### config.mk
export PLATFORM = sky130hd
export DESIGN_NAME = mato_top
export DESIGN_NICKNAME = d
export VERILOG_FILES = /design/src/rtl/mato_pkg.sv /design/src/rtl/mato_top.sv
export VERILOG_INCLUDE_DIRS = /design/src /design/src/rtl
export SDC_FILE = /design/constraint.sdc
export NUM_CORES = 1
export LEC_CHECK = 0
export ABC_AREA = 1
export BUFFER_PORTS_ARGS = -buffer_cell sky130_fd_sc_hd__buf_2
export CAP_MARGIN = 20
export CORE_ASPECT_RATIO = 0.7
export CORE_MARGIN = 2
export CORE_UTILIZATION = 53
export CTS_CLUSTER_DIAMETER = 200
export DETAILED_ROUTE_END_ITERATION = 10
export PLACE_DENSITY = 0.79
export SLEW_MARGIN = 20
export SYNTH_ARGS = -nofsm -noshare
export SYNTH_HDL_FRONTEND = slang
export SYNTH_SLANG_ARGS = --single-unit
### constraint.sdc
create_clock -name ref_clk_in -period 3.9 [get_ports ref_clk_in]
set_input_delay 0.39 -clock ref_clk_in [delete_from_list [all_inputs] [get_ports ref_clk_in]]
set_output_delay 0.39 -clock ref_clk_in [all_outputs]
set_load 0.05 [all_outputs]
### src/rtl/mato_regs.svh
`ifndef MATO_REGS_SVH
`define MATO_REGS_SVH

// Address geometry
`define MATO_VA_W        32
`define MATO_PA_W        32
`define MATO_PAGE_W      12
`define MATO_VPN_W       (`MATO_VA_W - `MATO_PAGE_W)
`define MATO_PFN_W       (`MATO_PA_W - `MATO_PAGE_W)
`define MATO_IDX_W       3
`define MATO_CCA_W       3

// Coherence algorithm codes held in a translation entry
`define MATO_CCA_UNCACHED  3'h2
`define MATO_CCA_NONCOH    3'h3
`define MATO_CCA_COH_EXCL  3'h4
`define MATO_CCA_COH_EXWR  3'h5
`define MATO_CCA_COH_UPD   3'h6

// Prefetch instruction decode fields
`define MATO_OPC_MSB       31
`define MATO_OPC_LSB       26
`define MATO_FN_MSB        5
`define MATO_FN_LSB        0
`define MATO_OPC_PREFETCH_BASE_OFFSET_OFF  6'h33
`define MATO_OPC_FPX       6'h13
`define MATO_FN_PREFETCH_BASE_OFFSET_IDX   6'h0f

// Outstanding-operation counter
`define MATO_CNT_W         6
`define MATO_CNT_ONE       6'h01

`endif

### src/rtl/mato_pkg.sv
`include "mato_regs.svh"

package mato_pkg;

  typedef enum logic [2:0] {
    MATO_OP_LOAD    = 3'h0,
    MATO_OP_STORE   = 3'h1,
    MATO_OP_IFETCH  = 3'h2,
    MATO_OP_LINKED  = 3'h3,
    MATO_OP_COND    = 3'h4,
    MATO_OP_PREFETCH_BASE_OFFSET    = 3'h5,
    MATO_OP_BARRIER = 3'h6
  } mato_op_t;

  typedef enum logic [1:0] {
    MATO_AT_UNCACHED = 2'h0,
    MATO_AT_NONCOH   = 2'h1,
    MATO_AT_COHERENT = 2'h2
  } mato_atype_t;

  typedef enum logic [1:0] {
    MATO_PF_NONE   = 2'h0,
    MATO_PF_OFFSET = 2'h1,
    MATO_PF_INDEX  = 2'h2
  } mato_pform_t;

  typedef enum logic [1:0] {
    MATO_ST_RUN   = 2'b00,
    MATO_ST_DRAIN = 2'b01
  } mato_state_t;

  typedef struct packed {
    mato_op_t                op;
    logic [`MATO_VA_W-1:0]   vaddr;
    logic [31:0]             insn;
  } mato_req_t;

  typedef struct packed {
    logic [`MATO_IDX_W-1:0]  index;
    logic                    valid;
    logic [`MATO_VPN_W-1:0]  vpn;
    logic [`MATO_PFN_W-1:0]  pfn;
    logic [`MATO_CCA_W-1:0]  cca;
  } mato_tlb_wr_t;

  typedef struct packed {
    logic                    valid;
    mato_op_t                op;
    logic [`MATO_PA_W-1:0]   paddr;
    logic [`MATO_CCA_W-1:0]  cca;
    mato_atype_t             atype;
    logic                    snoop;
  } mato_acc_t;

endpackage

### src/rtl/mato_top.sv
// Notes on behaviour
// - Barrier waits for earlier loads and stores
// - Barrier covers only uncached and coherent references
// - Uncached goes straight to memory, no cache
// - Noncoherent uses only local cache and memory
// - Coherent access snoops all coherent cached copies
// - Copy class follows the filling access type
// - Noncoherent copies may or may not be snooped
// - Access type comes from entry coherence code
// - Type selected by virtual page only
// - Multiprocessor build offers three types, else two
// - Same-type accesses observed in program order
// - Linked pair defined only for cached types
// - Coherent variants share one access type
// - Accesses carry their specific coherence code
// - Access type steers fetch, load, store, prefetch
// - Prefetches are hints, fill cache, no state
// - Indexed prefetch decoded from floating-point space
// - Single-processor cached means cached noncoherent
`timescale 1ns/1ns
`default_nettype none
`include "mato_regs.svh"

module mato_top #(
  parameter bit MP_SUPPORT = 1'b1,
  parameter int TLB_N      = 8
) (
  // Clock and reset
  input  wire  logic                  ref_clk_in,
  input  wire  logic                  resetn_in,
  // Request from the load/store pipeline
  input  wire  logic                  req_valid_in,
  input  wire  mato_pkg::mato_req_t   req_in,
  output var   logic                  req_ready_out,
  // Translation entry write
  input  wire  logic                  tlb_wr_in,
  input  wire  mato_pkg::mato_tlb_wr_t tlb_entry_in,
  // Completions of uncached and coherent references
  input  wire  logic                  uc_done_in,
  input  wire  logic                  coh_done_in,
  // Issued accesses
  output var   mato_pkg::mato_acc_t   mem_acc_out,
  output var   mato_pkg::mato_acc_t   cache_acc_out,
  // Status
  output var   logic                  xlate_miss_out,
  output var   logic                  llsc_unspec_out,
  output var   mato_pkg::mato_pform_t prefetch_base_offset_form_out,
  output var   logic                  barrier_busy_out
);

  // Map a coherence code to its access type
  // Unknown codes fall back to uncached: slow, but never incoherent
  function automatic mato_pkg::mato_atype_t cca_to_atype(
    input logic [`MATO_CCA_W-1:0] cca
  );
    mato_pkg::mato_atype_t at;
    at = mato_pkg::MATO_AT_UNCACHED;
    case (cca)
      `MATO_CCA_UNCACHED: at = mato_pkg::MATO_AT_UNCACHED;
      `MATO_CCA_NONCOH:   at = mato_pkg::MATO_AT_NONCOH;
      `MATO_CCA_COH_EXCL,
      `MATO_CCA_COH_EXWR,
      `MATO_CCA_COH_UPD: begin
        // Coherent variants collapse; no coherence without multiprocessor
        at = MP_SUPPORT ? mato_pkg::MATO_AT_COHERENT
                        : mato_pkg::MATO_AT_NONCOH;
      end
      default:            at = mato_pkg::MATO_AT_UNCACHED;
    endcase
    return at;
  endfunction

  // Recognise the two prefetch encodings
  function automatic mato_pkg::mato_pform_t decode_prefetch_base_offset(input logic [31:0] insn);
    mato_pkg::mato_pform_t pf;
    pf = mato_pkg::MATO_PF_NONE;
    if (insn[`MATO_OPC_MSB:`MATO_OPC_LSB] == `MATO_OPC_PREFETCH_BASE_OFFSET_OFF) begin
      pf = mato_pkg::MATO_PF_OFFSET;
    end else if (insn[`MATO_OPC_MSB:`MATO_OPC_LSB] == `MATO_OPC_FPX &&
                 insn[`MATO_FN_MSB:`MATO_FN_LSB] == `MATO_FN_PREFETCH_BASE_OFFSET_IDX) begin
      pf = mato_pkg::MATO_PF_INDEX;
    end
    return pf;
  endfunction

  // Linked load or conditional store; both share the cached-only caveat
  function automatic logic is_llsc(input mato_pkg::mato_op_t op);
    return op == mato_pkg::MATO_OP_LINKED || op == mato_pkg::MATO_OP_COND;
  endfunction

  // Step the outstanding count by one new reference and up to two completions.
  // Both completion kinds may land in the same cycle as a new counted reference,
  // so each is applied on its own rather than folded into one case.
  function automatic logic [`MATO_CNT_W-1:0] cnt_next(
    input logic [`MATO_CNT_W-1:0] cnt,
    input logic                   add,
    input logic                   done_uc,
    input logic                   done_coh
  );
    logic [`MATO_CNT_W-1:0] n;
    n = cnt;
    if (add) begin
      n = n + `MATO_CNT_ONE;
    end
    if (done_uc) begin
      n = n - `MATO_CNT_ONE;
    end
    if (done_coh) begin
      n = n - `MATO_CNT_ONE;
    end
    return n;
  endfunction

  // Translation table state
  logic                   tlb_v_q   [TLB_N];
  logic [`MATO_VPN_W-1:0] tlb_vpn_q [TLB_N];
  logic [`MATO_PFN_W-1:0] tlb_pfn_q [TLB_N];
  logic [`MATO_CCA_W-1:0] tlb_cca_q [TLB_N];
  logic                   tlb_v_d   [TLB_N];
  logic [`MATO_VPN_W-1:0] tlb_vpn_d [TLB_N];
  logic [`MATO_PFN_W-1:0] tlb_pfn_d [TLB_N];
  logic [`MATO_CCA_W-1:0] tlb_cca_d [TLB_N];

  // Translation entry writes
  // A write is seen by a request taken at the following edge
  always_comb begin
    for (int i = 0; i < TLB_N; i++) begin
      tlb_v_d[i]   = tlb_v_q[i];
      tlb_vpn_d[i] = tlb_vpn_q[i];
      tlb_pfn_d[i] = tlb_pfn_q[i];
      tlb_cca_d[i] = tlb_cca_q[i];
      if (tlb_wr_in && tlb_entry_in.index == i[`MATO_IDX_W-1:0]) begin
        tlb_v_d[i]   = tlb_entry_in.valid;
        tlb_vpn_d[i] = tlb_entry_in.vpn;
        tlb_pfn_d[i] = tlb_entry_in.pfn;
        tlb_cca_d[i] = tlb_entry_in.cca;
      end
    end
  end

  always_ff @(posedge ref_clk_in or negedge resetn_in) begin
    if (!resetn_in) begin
      // Entries come up invalid, so every page misses until written
      for (int i = 0; i < TLB_N; i++) begin
        tlb_v_q[i]   <= 1'b0;
        tlb_vpn_q[i] <= '0;
        tlb_pfn_q[i] <= '0;
        tlb_cca_q[i] <= `MATO_CCA_UNCACHED;
      end
    end else begin
      for (int i = 0; i < TLB_N; i++) begin
        tlb_v_q[i]   <= tlb_v_d[i];
        tlb_vpn_q[i] <= tlb_vpn_d[i];
        tlb_pfn_q[i] <= tlb_pfn_d[i];
        tlb_cca_q[i] <= tlb_cca_d[i];
      end
    end
  end

  // Lookup by virtual page number only
  // Lowest matching entry wins, so a duplicated page resolves to one code
  logic                   hit;
  logic [`MATO_PFN_W-1:0] hit_pfn;
  logic [`MATO_CCA_W-1:0] hit_cca;

  always_comb begin
    hit     = 1'b0;
    hit_pfn = '0;
    hit_cca = `MATO_CCA_UNCACHED;
    for (int i = 0; i < TLB_N; i++) begin
      if (!hit && tlb_v_q[i] &&
          tlb_vpn_q[i] == req_in.vaddr[`MATO_VA_W-1:`MATO_PAGE_W]) begin
        hit     = 1'b1;
        hit_pfn = tlb_pfn_q[i];
        hit_cca = tlb_cca_q[i];
      end
    end
  end

  // Issue, barrier and outstanding-count state
  mato_pkg::mato_state_t  state_q, state_d;
  logic [`MATO_CNT_W-1:0] cnt_q, cnt_d;
  logic                   ready_q, ready_d;
  mato_pkg::mato_acc_t    mem_q, mem_d;
  mato_pkg::mato_acc_t    cache_q, cache_d;
  logic                   miss_q, miss_d;
  logic                   llsc_q, llsc_d;
  logic                   busy_q, busy_d;
  mato_pkg::mato_pform_t  pform_q, pform_d;

  logic                   take;
  logic                   is_ls;
  logic                   counted;
  mato_pkg::mato_atype_t  at;
  mato_pkg::mato_pform_t  pf;
  mato_pkg::mato_acc_t    acc;

  // Resolve each accepted request by its access type
  // Only one request is taken per cycle and each answer leaves one cycle
  // later, so same-type references reach memory in program order.
  always_comb begin
    take    = req_valid_in && ready_q;
    at      = cca_to_atype(hit_cca);
    pf      = decode_prefetch_base_offset(req_in.insn);
    is_ls   = req_in.op == mato_pkg::MATO_OP_LOAD ||
              req_in.op == mato_pkg::MATO_OP_STORE ||
              is_llsc(req_in.op);
    counted = 1'b0;
    state_d = state_q;
    cnt_d   = cnt_q;
    miss_d  = 1'b0;
    llsc_d  = 1'b0;
    pform_d = mato_pkg::MATO_PF_NONE;
    mem_d   = '0;
    cache_d = '0;
    acc.valid = 1'b1;
    acc.op    = req_in.op;
    acc.paddr = {hit_pfn, req_in.vaddr[`MATO_PAGE_W-1:0]};
    acc.cca   = hit_cca;
    acc.atype = at;
    // Only coherent fills snoop; noncoherent copies are never examined
    acc.snoop = at == mato_pkg::MATO_AT_COHERENT;
    if (take && req_in.op == mato_pkg::MATO_OP_BARRIER) begin
      state_d = mato_pkg::MATO_ST_DRAIN;
    end else if (take && req_in.op == mato_pkg::MATO_OP_PREFETCH_BASE_OFFSET) begin
      // Hint only: unknown encodings, misses and uncached pages drop
      pform_d = pf;
      if (pf != mato_pkg::MATO_PF_NONE && hit &&
          at != mato_pkg::MATO_AT_UNCACHED) begin
        cache_d = acc;
      end
    end else if (take && !hit) begin
      miss_d = 1'b1;
    end else if (take) begin
      // Linked pair outcome is unspecified outside cached pages
      llsc_d = is_llsc(req_in.op) && at == mato_pkg::MATO_AT_UNCACHED;
      if (at == mato_pkg::MATO_AT_UNCACHED) begin
        mem_d = acc;
      end else begin
        cache_d = acc;
      end
      counted = is_ls && at != mato_pkg::MATO_AT_NONCOH;
    end
    // Count outstanding uncached and coherent loads and stores
    cnt_d = cnt_next(cnt_q, counted, uc_done_in, coh_done_in);
    // Drain ends only when nothing earlier is still in flight. A barrier
    // always drains for at least one cycle, even with nothing in flight:
    // one bubble, traded for a single exit test.
    case (state_q)
      mato_pkg::MATO_ST_RUN:   state_d = state_d;
      mato_pkg::MATO_ST_DRAIN: begin
        if (cnt_d == '0) begin
          state_d = mato_pkg::MATO_ST_RUN;
        end
      end
      default:                 state_d = mato_pkg::MATO_ST_RUN;
    endcase
    // Issue stays in order, one per cycle, stalled during a drain
    ready_d = state_d == mato_pkg::MATO_ST_RUN;
    // Busy has its own flip-flop so the pin is never a decode of the state
    busy_d  = state_d == mato_pkg::MATO_ST_DRAIN;
  end

  always_ff @(posedge ref_clk_in or negedge resetn_in) begin
    if (!resetn_in) begin
      state_q <= mato_pkg::MATO_ST_RUN;
      cnt_q   <= '0;
      ready_q <= 1'b0;
      mem_q   <= '0;
      cache_q <= '0;
      miss_q  <= 1'b0;
      llsc_q  <= 1'b0;
      pform_q <= mato_pkg::MATO_PF_NONE;
      busy_q  <= 1'b0;
    end else begin
      state_q <= state_d;
      cnt_q   <= cnt_d;
      ready_q <= ready_d;
      mem_q   <= mem_d;
      cache_q <= cache_d;
      miss_q  <= miss_d;
      llsc_q  <= llsc_d;
      pform_q <= pform_d;
      busy_q  <= busy_d;
    end
  end

  // Outputs straight from flip-flops
  assign req_ready_out    = ready_q;
  assign mem_acc_out      = mem_q;
  assign cache_acc_out    = cache_q;
  assign xlate_miss_out   = miss_q;
  assign llsc_unspec_out  = llsc_q;
  assign prefetch_base_offset_form_out    = pform_q;
  assign barrier_busy_out = busy_q;

endmodule

`default_nettype wire

==> impl_metrics.tcl <==
set metrics [dict create \
    hp-start "tlb_entry_in[23]" \
    placedInstanceArea_um2 22520 \
    via_per_inst 5.636 \
    num_rows 59 \
    syn-mean-instance-area_um2 8.469 \
    htreeDepth 2 \
    fin_area_um2 24700 \
    clock_latency_ps 580 \
    hp-class "input pin to flop" \
    netlist.top_cell.by_area "dfrtp_1" \
    fp.dieW_um 237.2 \
    wirelength_mm 64.70 \
    dp_hpwl_mm 44.48 \
    arrival_ps 4490 \
    instances_no_fill 3191 \
    setup_viol 4 \
    status "finished, violations left" \
    clockRootBuffer "clkbuf_16" \
    drt_iter0_drc 1975 \
    syn_inst 2382 \
    rsz0062_at_grt "true" \
    finalHoldViolCount 0 \
    synth_top_area_share_pct 54.83 \
    power_uw 12730 \
    place.gp.congestion 1.027 \
    max_freq_ghz 0.2481 \
    die_y_um 167.2 \
    cts_tree "yes" \
    grt_pass1_wl_mm 100.1 \
    synth.top_cells.by_area "dfrtp_1 (55%), nand2_1 (12%), o21ai_0 (9.6%), nor2_1 (4.2%), inv_1 (3.7%)" \
    r2r_slack_ps -130 \
    clock_path_buffers 3 \
    start_util_pct 54.01 \
    crit_path_max_fanout 7 \
    powerDensity_nw_per_um2 515.4 \
    path_clk_slew_ps 60 \
    via_count 17990 \
    critPathKind "flop to flop" \
    core-area_um2 37350 \
    required_ps 4360 \
    slowest_delay_ps 430 \
    critPathCaptureType "flop" \
    grt_max_degree 110 \
    slew_headroom_pct 31.00 \
    numCtsBuffers 43 \
    first_pass_iters 7 \
    violations "negative setup slack" \
    fin_crit_ps 4030 \
    crit_buf_inv 6 \
    p_leak_uw 0.01237 \
    io_pins 210 \
    cp_slowest_cell "dfrtp_1" \
    numClockSinks 450 \
    max_cap_viol_count 0 \
    antenna_found_initial 0 \
    post-place-cells 3091 \
    die_area_um2 39660 \
    final_net_count 2792 \
    yosysSeqAreaShare_pct 55.87 \
    diodes 0 \
    tightestPinTransition_ps 1035 \
    cp_top_family "simple AND/OR/NAND/NOR gates" \
    fin_skew_ps 13.86 \
    period_share_pct 103.3 \
    post-route-drc-count 0 \
    setup_ws_ps -130.4 \
    ant_nets 0 \
    synthToLayoutAreaGrowth_pct 22.45 \
    syn_area_um2 20170 \
    drv_slew 0 \
    wire_per_inst_um 20.28 \
    peakVddDrop_mv 0.4076 \
    grt-ovfl-total 0 \
    yosysUniqueCellTypes 46 \
    ys_ff_latch 450 \
    drive_above_1_share_pct 22.60 \
    r2r-start "tlb_vpn_q[81]" \
    synthArstFlopShare_pct 100.0 \
    yosys_warnings 0 \
    synth-edff-count 0 \
    startpoint_type "flop" \
    startpoint "tlb_vpn_q[81]" \
    dp_slack_ps -584.2 \
    synthFlopType "dfrtp_1" \
    port-buffer-count 189 \
    track_usage_pct 32.83 \
    first_global_vias 17220 \
]
## kinds of logic after synthesis
group	after synthesis	synth area share (%)
AOI/OAI and AO/OA	544	15.02
DFF	450	55.87
buffers and inverters	348	6.742
and+or+nand+nor	989	20.08
xor gates and xnor gates	47	2.078
adders and majority gates	3	0.1861
other	1	0.01859
## per-layer routing
metal,GRT usage [%],up-vias,wire [µm]
li1,-,8250,-
met1,48.60,8771,28510
met2,47.71,870,27580
met3,10.86,94,7473
met4,5.961,0,1127
met5,0,-,0
## metrics by stage
step | utilization (%) | TNS [ps] | hold slack (ps)
finish | 66.13 | -379.5 | 42.02
global route | 66.13 | -1594 | 42.72
CTS | 65.28 | -4.445 | 25.75
detailed placement | 60.28 | -2986 | 469.6
global placement | 60.28 | -2483 | 456.6
floorplan | - | 0 | 94.41
## repair_timing
| item | 4_1_cts | 5_1_grt |
|---|---|---|
| pin swaps | 37 | 46 |
| setup buffers | 8 | 14 |
| setup endpoints to repair | 8 | 8 |
| gates resized for setup | 72 | 70 |
| hold endpoints to repair | 93 | 0 |
| hold buffers | 1 | 0 |
## cell type report
type | count | area, µm²
fillers | 3008 | 12650
clock inverters | 18 | 234.0
repair buffers | 361 | 2385
clock buffers | 61 | 1274
multi-input cells | 1587 | 8068
well taps | 488 | 610.6
inverters | 226 | 855.8
flip-flops and latches | 450 | 11270
## cell usage after synthesis, types with 4 or more instances
| cell | number |
|---|---|
| nor2_1 | 224 |
| or2_2 | 6 |
| dfrtp_1 | 442 |
| nand3_2 | 6 |
| o21ai_1 | 11 |
| nand3_1 | 59 |
| xnor2_1 | 35 |
| o221ai_1 | 4 |
| o2111ai_1 | 16 |
| a221oi_1 | 18 |
| buf_2 | 16 |
| inv_1 | 200 |
| nor3_1 | 9 |
| dfstp_2 | 8 |
| xor2_1 | 11 |
| nand2_1 | 639 |
| o22ai_1 | 19 |
| nand4_1 | 8 |
| a221o_1 | 4 |
| o211ai_1 | 38 |
| nand3b_1 | 5 |
| nand2_2 | 6 |
| clkbuf_1 | 97 |
| inv_2 | 26 |
| o21ai_0 | 385 |
| nor2_2 | 9 |
| nor2_4 | 4 |
| a21oi_1 | 41 |
## registers in the layout (all words and copies together) (netlist names)
register,cells
barrier_busy_out,1
cache_acc_out,42
cnt_q,6
llsc_unspec_out,1
mem_acc_out,42
prefetch_base_offset_form_out,2
req_ready_out,1
state_q,2
tlb_cca_q,24
tlb_pfn_q,160
tlb_v_q,8
tlb_vpn_q,160
xlate_miss_out,1
## worst paths after layout
| kind | endpoint | cells after the start |
|---|---|---|
| max | state_q[0] | 31 |
| min | tlb_vpn_q[0] | 3 |
| max in group asynchronous | cache_acc_out[28] | 3 |
| min in group asynchronous | tlb_vpn_q[144] | 2 |
| max reg2reg | state_q[0] | 31 |
| min reg2reg | tlb_pfn_q[106] | 2 |
## layout by cell type, fill, tap and decap left out, types with 11 or more instances in the layout
master,n
a221oi_1,18
nand2_2,43
nor2_2,22
a21oi_1,41
nand2_1,598
clkbuf_16,43
nand3_2,11
inv_2,32
nand3_1,48
inv_1,192
clkbuf_8,13
dfrtp_1,439
o2111ai_1,16
buf_4,157
o21ai_0,381
nor2_1,195
o211ai_1,38
xor2_1,11
nor2_4,20
xnor2_1,32
o21ai_1,14
buf_2,188
o22ai_1,19
## report_power, final
part	internal [µW]	switching, µW
registers	5410	571
clock network	2570	1880
logic	914	1390
total	8890	3840
## worst min-delay path: stages
cell     delay [ps]
buf_2            90
nand2_1          40
o21ai_0          60
Power figures use the tool's default switching activity.
